### src/acp_pkg.sv
// Package of constants and types for the converter read/convert port
package acp_pkg;
    // ****************************************************************
    // Widths and timing
    // ****************************************************************
    localparam int ACP_DATA_W = 16;
    localparam int ACP_HALF_W = 8;
    localparam int ACP_CLK_PERIOD_PS = 5000;
    // Conversion time in nanoseconds, longest allowed busy window; the port holds busy low 801 cycles, 4005 ns
    localparam int ACP_CONV_TIME_NS = 4000;
    // Longest time rounds down to whole cycles
    localparam int ACP_CONV_CYCLES = (ACP_CONV_TIME_NS * 1000)
        / ACP_CLK_PERIOD_PS;
    localparam int ACP_CNT_W = 10;
    localparam logic [ACP_CNT_W-1:0] ACP_CONV_LAST =
        ACP_CNT_W'(ACP_CONV_CYCLES - 1);
    // Least start pulse width held by the host, in ns and cycles
    localparam int ACP_START_PULSE_NS = 50;
    localparam int ACP_START_PULSE_CYCLES =
        (ACP_START_PULSE_NS * 1000 + ACP_CLK_PERIOD_PS - 1)
        / ACP_CLK_PERIOD_PS;
    // Reset values
    localparam logic [ACP_DATA_W-1:0] ACP_RESULT_RST = 16'h0000;
    localparam logic [ACP_DATA_W-1:0] ACP_SAMPLE_RST = 16'h0000;

    // Host control lines, all active low except the half swap select
    typedef struct packed {
        logic cs_n;
        logic rc_n;
        logic half_swap;
    } acp_ctrl_t;

    // Result bus pins: output value and output enable (low drives)
    typedef struct packed {
        logic [ACP_DATA_W-1:0] data;
        logic [ACP_DATA_W-1:0] oe_n;
    } acp_bus_t;

    typedef enum logic [0:0] {
        ACP_IDLE,
        ACP_CONVERT
    } acp_state_t;
endpackage

### src/acp_port.sv
// Control and result port of a 16-bit successive-approximation converter
`timescale 1ns/100ps
`default_nettype none
// ********************************************************************
// Function
// ********************************************************************
module acp_port
(
    // Clock and reset
    input wire logic clk,
    input wire logic reset,
    // Host control lines
    input wire acp_pkg::acp_ctrl_t ctrl,
    // Converter core sample, two's complement
    input wire logic [acp_pkg::ACP_DATA_W-1:0] sample,
    // Result bus and busy
    output acp_pkg::acp_bus_t bus,
    output logic busy_n
);
    import acp_pkg::*;

    // ****************************************************************
    // Control edge detection
    // ****************************************************************
    logic start_n_reg;
    logic start_n_next;
    logic start_fall;
    // Combined active-low start line; conversion begins when it falls
    always_comb
    begin
        start_n_next = ctrl.cs_n | ctrl.rc_n;
        start_fall = start_n_reg & ~start_n_next;
    end

    always_ff @(posedge clk or posedge reset)
    begin
        if (reset)
        begin
            start_n_reg <= 1'b1;
        end
        else
        begin
            start_n_reg <= start_n_next;
        end
    end

    // ****************************************************************
    // Conversion sequencer
    // ****************************************************************
    acp_state_t state_reg;
    acp_state_t state_next;
    logic [ACP_CNT_W-1:0] count_reg;
    logic [ACP_CNT_W-1:0] count_next;
    logic [ACP_DATA_W-1:0] hold_reg;
    logic [ACP_DATA_W-1:0] hold_next;
    logic [ACP_DATA_W-1:0] result_reg;
    logic [ACP_DATA_W-1:0] result_next;
    logic busy_n_reg;
    logic busy_n_next;

    // Sample held on start; result loaded one cycle before busy releases
    always_comb
    begin
        state_next = state_reg;
        count_next = count_reg;
        hold_next = hold_reg;
        result_next = result_reg;
        busy_n_next = busy_n_reg;
        unique case (state_reg)
            ACP_IDLE:
            begin
                if (start_fall)
                begin
                    hold_next = sample;
                    count_next = '0;
                    busy_n_next = 1'b0;
                    state_next = ACP_CONVERT;
                end
            end
            ACP_CONVERT:
            begin
                // Starts during conversion are ignored here
                if (count_reg == ACP_CONV_LAST)
                begin
                    result_next = hold_reg;
                    state_next = ACP_IDLE;
                end
                else
                begin
                    count_next = count_reg + 1'b1;
                end
            end
        endcase
        // Busy rises the cycle after the result register is loaded
        if (state_reg == ACP_IDLE && !start_fall)
        begin
            busy_n_next = 1'b1;
        end
    end

    // Result register has a defined reset value; first result is
    // still meaningless to the host since no real sample preceded it
    always_ff @(posedge clk or posedge reset)
    begin
        if (reset)
        begin
            state_reg <= ACP_IDLE;
            count_reg <= '0;
            hold_reg <= ACP_SAMPLE_RST;
            result_reg <= ACP_RESULT_RST;
            busy_n_reg <= 1'b1;
        end
        else
        begin
            state_reg <= state_next;
            count_reg <= count_next;
            hold_reg <= hold_next;
            result_reg <= result_next;
            busy_n_reg <= busy_n_next;
        end
    end

    // ****************************************************************
    // Result bus drivers
    // ****************************************************************
    logic [ACP_DATA_W-1:0] out_reg;
    logic [ACP_DATA_W-1:0] out_next;
    logic drive;
    // Output enable is combinational from the pins so the bus floats
    // the moment either line leaves the read condition
    always_comb
    begin
        drive = ~ctrl.cs_n & ctrl.rc_n;
        if (ctrl.half_swap)
        begin
            out_next = {result_reg[ACP_HALF_W-1:0],
                result_reg[ACP_DATA_W-1:ACP_HALF_W]};
        end
        else
        begin
            out_next = result_reg;
        end
    end

    always_ff @(posedge clk or posedge reset)
    begin
        if (reset)
        begin
            out_reg <= ACP_RESULT_RST;
        end
        else
        begin
            out_reg <= out_next;
        end
    end

    always_comb
    begin
        bus.data = out_reg;
        bus.oe_n = {ACP_DATA_W{~drive}};
        busy_n = busy_n_reg;
    end

    // ****************************************************************
    // Checks
    // ****************************************************************
    busy_on_start_a: assert property (@(posedge clk) disable iff (reset)
        (state_reg == ACP_IDLE && start_fall) |=> !busy_n)
        else $error("busy not asserted on start");
    float_when_idle_a: assert property (@(posedge clk) disable iff (reset)
        (ctrl.cs_n || !ctrl.rc_n) |-> (bus.oe_n == '1))
        else $error("bus driven while deselected");
    drive_on_read_a: assert property (@(posedge clk) disable iff (reset)
        (!ctrl.cs_n && ctrl.rc_n) |-> (bus.oe_n == '0))
        else $error("bus not driven during read");
    swap_order_a: assert property (@(posedge clk) disable iff (reset)
        ctrl.half_swap |=> (bus.data == {$past(result_reg[7:0]),
        $past(result_reg[15:8])}))
        else $error("half swap order wrong");
    plain_order_a: assert property (@(posedge clk) disable iff (reset)
        !ctrl.half_swap |=> (bus.data == $past(result_reg)))
        else $error("natural order wrong");
    result_before_busy_a: assert property (@(posedge clk)
        disable iff (reset)
        $rose(busy_n) |-> $past(result_reg) == $past(hold_reg, 2))
        else $error("result not loaded before busy release");
    ignore_starts_a: assert property (@(posedge clk) disable iff (reset)
        (state_reg == ACP_CONVERT && start_fall) |=> $stable(hold_reg))
        else $error("start accepted during conversion");
    busy_length_a: assert property (@(posedge clk) disable iff (reset)
        (state_reg == ACP_IDLE && start_fall) |=> !busy_n [*8])
        else $error("busy released too early");
    data_at_busy_a: assert property (@(posedge clk) disable iff (reset)
        $rose(busy_n) && !ctrl.half_swap |-> bus.data == result_reg)
        else $error("data not valid at busy rise");

    // ****************************************************************
    // Check helpers
    // ****************************************************************
    // Busy window length counted in logic, since a repetition count of
    // eight hundred and one would choke the property engine; cleared on every
    // accepted start so back to back conversions measure alike
    localparam logic [ACP_CNT_W-1:0] BUSY_LEN =
        ACP_CNT_W'(ACP_CONV_CYCLES + 1);
    logic [ACP_CNT_W-1:0] low_len_reg;
    logic [ACP_CNT_W-1:0] low_len_next;
    logic accept;

    // Count busy low cycles, saturating so the bound check cannot wrap
    always_comb
    begin
        accept = (state_reg == ACP_IDLE) && start_fall;
        low_len_next = '0;
        if (accept)
        begin
            low_len_next = '0;
        end
        else if (!busy_n_reg && low_len_reg != '1)
        begin
            low_len_next = low_len_reg + 1'b1;
        end
        else if (!busy_n_reg)
        begin
            low_len_next = low_len_reg;
        end
    end

    always_ff @(posedge clk or posedge reset)
    begin
        if (reset)
        begin
            low_len_reg <= '0;
        end
        else
        begin
            low_len_reg <= low_len_next;
        end
    end

    // ****************************************************************
    // Sequencer checks
    // ****************************************************************
    // Busy must stand for the whole fixed count, not merely eight cycles
    busy_window_a: assert property (@(posedge clk) disable iff (reset)
        $rose(busy_n) |-> (low_len_reg == BUSY_LEN))
        else $error("busy window length wrong");
    // A stuck sequencer would hold busy low forever
    busy_bound_a: assert property (@(posedge clk) disable iff (reset)
        low_len_reg <= BUSY_LEN)
        else $error("busy window too long");
    // Busy is low throughout the convert state
    convert_busy_a: assert property (@(posedge clk) disable iff (reset)
        (state_reg == ACP_CONVERT) |-> !busy_n)
        else $error("busy high while converting");
    // Counter never runs past its last value
    count_range_a: assert property (@(posedge clk) disable iff (reset)
        (state_reg == ACP_CONVERT) |-> (count_reg <= ACP_CONV_LAST))
        else $error("conversion counter out of range");
    // Each convert cycle but the last advances the counter by one
    count_step_a: assert property (@(posedge clk) disable iff (reset)
        (state_reg == ACP_CONVERT && count_reg != ACP_CONV_LAST)
        |=> (count_reg == $past(count_reg) + 1'b1))
        else $error("conversion counter skipped");
    // Accepted start enters convert with the counter cleared
    start_enter_a: assert property (@(posedge clk) disable iff (reset)
        accept |=> (state_reg == ACP_CONVERT && count_reg == '0))
        else $error("start not taken");
    // Sample is held at the start edge
    hold_capture_a: assert property (@(posedge clk) disable iff (reset)
        accept |=> (hold_reg == $past(sample)))
        else $error("sample not held on start");
    // Busy only falls because a start was accepted
    busy_fall_a: assert property (@(posedge clk) disable iff (reset)
        $fell(busy_n) |-> $past(accept))
        else $error("busy fell without a start");
    // Busy releases only from idle, after the sequencer finished
    release_idle_a: assert property (@(posedge clk) disable iff (reset)
        $rose(busy_n) |-> (state_reg == ACP_IDLE))
        else $error("busy released mid conversion");
    // Result register moves only at the end of a conversion
    result_quiet_a: assert property (@(posedge clk) disable iff (reset)
        !(state_reg == ACP_CONVERT && count_reg == ACP_CONV_LAST)
        |=> $stable(result_reg))
        else $error("result changed outside conversion end");
    // End of conversion copies the held sample into the result
    result_load_a: assert property (@(posedge clk) disable iff (reset)
        (state_reg == ACP_CONVERT && count_reg == ACP_CONV_LAST)
        |=> (result_reg == $past(hold_reg)))
        else $error("result not loaded at conversion end");

    // ****************************************************************
    // Bus checks
    // ****************************************************************
    // Chip select high floats the bus whatever read/convert does
    chip_deselect_a: assert property (@(posedge clk) disable iff (reset)
        ctrl.cs_n |-> (bus.oe_n == '1))
        else $error("bus driven with chip select high");
    // Reads during a conversion still drive the bus
    read_in_busy_a: assert property (@(posedge clk) disable iff (reset)
        (!busy_n && !ctrl.cs_n && ctrl.rc_n) |-> (bus.oe_n == '0))
        else $error("read refused during conversion");
endmodule
`default_nettype wire

### config.mk
export PLATFORM = sky130hd
export DESIGN_NAME = acp_port
export DESIGN_NICKNAME = d
export VERILOG_FILES = /design/src/acp_pkg.sv /design/src/acp_port.sv
export SDC_FILE = /design/constraint.sdc
export NUM_CORES = 1
export LEC_CHECK = 0
export BUFFER_PORTS_ARGS = -buffer_cell sky130_fd_sc_hd__buf_2
export CAP_MARGIN = 30
export CORE_ASPECT_RATIO = 1.2
export CORE_UTILIZATION = 57
export DETAILED_ROUTE_END_ITERATION = 12
export HOLD_SLACK_MARGIN = 0.15
export PLACE_DENSITY = 0.82
export SYNTH_ARGS = -nofsm -noshare
export SYNTH_HDL_FRONTEND = slang
export SYNTH_SLANG_ARGS = --single-unit
### constraint.sdc
create_clock -name clk -period 5.2 [get_ports clk]
set_clock_uncertainty 0.05 [all_clocks]
set_input_delay 0.52 -clock clk [delete_from_list [all_inputs] [get_ports clk]]
set_output_delay 0.52 -clock clk [all_outputs]
set_load 0.05 [all_outputs]
==> results.toml <==
[final_layout]
final_layout_size_suffix_gt1_share_pct = 54.3
diodes = 0
final_cell_mix = "dfrtp_1, buf_2, mux2_2"
layout_commonest_cell = "dfrtp_1"
fin_cells = 288
synthToLayoutAreaGrowth_pct = 13.7
nets = 249

[yosys]
ys_seq_area_share_pct = 57.8
synthArstFlopShare_pct = 100
synth.distinct_cells = 39
synth_edf_count = 0
syn_nets = 205
yosysWarnings = 0
synthFlopType = "dfrtp_1"
ys_ff_latch = 61
postSynthCellCount = 183
syn_area_per_cell_um2 = 14.5
syn_area_um2 = 2650

[routing]
wire_per_inst_um = 14.2
drt-met1-wl_um = 1850
viasPerCell = 5.27
first_pass_iters = 4
vias = 1517
wl_met3_um = 244
ant_nets = 0
drt_iter0_drc = 70
routed.top_layer = "met4"
wl_met2_um = 1950
drc = 0
drt_wl_total_um = 4100

[global_routing]
grt-ovfl-total = 0
grt_max_degree = 62
first_global_vias = 1422
grt.total_usage_pct = 18.7
antenna_found_initial = 0
grt_first_pass_wirelength_um = 6800

[floorplanning]
die_x_um = 64.2
die_h_um = 76.6
fp.coreArea_um2 = 4360
initial_utilization_pct = 60.7
rows = 26
pin_count = 54
dieArea_um2 = 4920

[placed_design]
place_congestion = 0.807
dpl.hpwl_um = 2630
dp.cells = 272
port_buffers = 53

[worst_setup_path]
critPathKind = "reg2reg"
crit_family = "simple AND/OR/NAND/NOR gates"
critical_path_arrival_ns = 2.11
cp_max_fo = 16
crit_buf_inv = 0
cp.required_ns = 5.36
crit_chain = "ha_1 -> and4_4 -> nand4_4 -> mux2_4"
slowest_stage = "mux2_4"
crit_path_end_kind = "flip-flop"
slowest_delay_ns = 0.44
critPathLaunchType = "flip-flop"
r2r_setup_slack_ns = 3.25

[sta]
worstMarginPinSlew_ns = 0.731
fmax_mhz = 512
post-route-period-util_pct = 37.5
relSlewSlack_pct = 51.2
hold_violations = 0
finalSetupTns_ns = 0
setup-violations-final = 0
period_needed_ns = 1.95
grt_setup_unrepaired = "false"
finalMaxSlewViolations = 0

[clock_tree]
clkTransAtPathRegs_ns = 0.06
ctsResizeCount = 0
post_cts_buffers = 0
clock-sinks = 61
root_buffer = "clkbuf_8"
clock_latency_ns = 0.33
numCtsBuffers = 9
ctsHoldBuffers = 0
cts_htree_levels = 3
clockBufferDepth = 2
cts_tree = "yes"

[pwr]
power_per_cell_area_nw_per_um2 = 296
p_sw_uw = 204
p_leak_uw = 0.00159
pwr-share-seq_pct = 53.4
switching_share_pct = 22.9
clkPwrFrac_pct = 40.8
ir_worst_vdd_v = 0.000164
p_comb_share_pct = 5.8
power_uw = 891
power.internal_uw = 687

[flow_run]
maxCapViolCount = 0

[worst_hold_path]
hold_path_class = "in2async"

[outcome]
status = "finished, final reports clean"
synth_stat cells, drive strengths merged, types with 2 or more instances:
cell type   n  area (um2)
dfrtp      59        1480
mux2       49         589
buf        21         155
inv         6        22.5
nand2       5        18.8
nand3       4        20.0
a21o        3        22.5
o21ai       3        15.0
a22o        2        17.5
and3        2        12.5
dfstp       2        52.6
nand3b      2        15.0
nand4       2        27.5
nor3        2        10.0
nor4b       2        32.5
through the flow:
step	hold slack (ns)	util [%]	setup WS, ns	area (um2)
floorplan	0.427	-	3.11	2650
global placement	0.408	65.1	3.09	2840
detailed placement	0.418	65.1	3.06	2840
CTS	0.357	69.0	3.27	3010
global route	0.361	69.0	3.17	3010
finish	0.341	69.0	3.25	3010
power by group through the flow:
stage / Clock [uW] / Sequential, uW / Combinational [uW]
4_1_cts: 373 / 475 / 53.3
3_3_place_gp: 0 / 484 / 53.1
3_5_place_dp: 0 / 484 / 53.2
2_1_floorplan: 0 / 484 / 45.1
5_1_grt: 392 / 475 / 56.2
6_report: 363 / 476 / 52.0
path summary, 6_finish.rpt:
kind                              start       endpoint  cells after the start
max                        count_reg[0]  result_reg[3]                      4
min                               reset    hold_reg[6]                      3
max reg2reg                count_reg[0]  result_reg[3]                      4
min reg2reg                      busy_n         busy_n                      2
max in group asynchronous         reset    out_reg[14]                      3
min in group clk                ctrl[2]    start_n_reg                      2
area by class of cell:
type | count | area [um2]
clock buffers | 15 | 166
clock inverters | 1 | 5.00
fillers | 326 | 1350
inverters | 6 | 22.5
multi-input cells | 94 | 935
flip-flops and latches | 61 | 1530
well taps | 56 | 70.1
repair buffers | 55 | 280
cell families after synthesis:
| logic type | share of synthesized area [%] |
|---|---|
| adder cells (fa/ha/maj) | 0.473 |
| buffers and inverters | 6.86 |
| flip-flops | 57.8 |
| multiplexers | 22.7 |
| AO/OA/AOI/OAI | 4.49 |
| XOR/XNOR | 0.662 |
| AND/OR/NAND/NOR | 7.05 |
tightest hold or removal path: cells and delay by family:
family	cells	cell delay, ns
buffers and inverters	3	0.69
per-layer routing:
layer / global-route usage [%] / vias to the layer above
met4: 8.67 / 0
met1: 23.5 / 741
met3: 7.04 / 5
met2: 28.6 / 48
li1: - / 723
met5: 0 / -
Note: power is estimated with default switching activity, not from simulation.
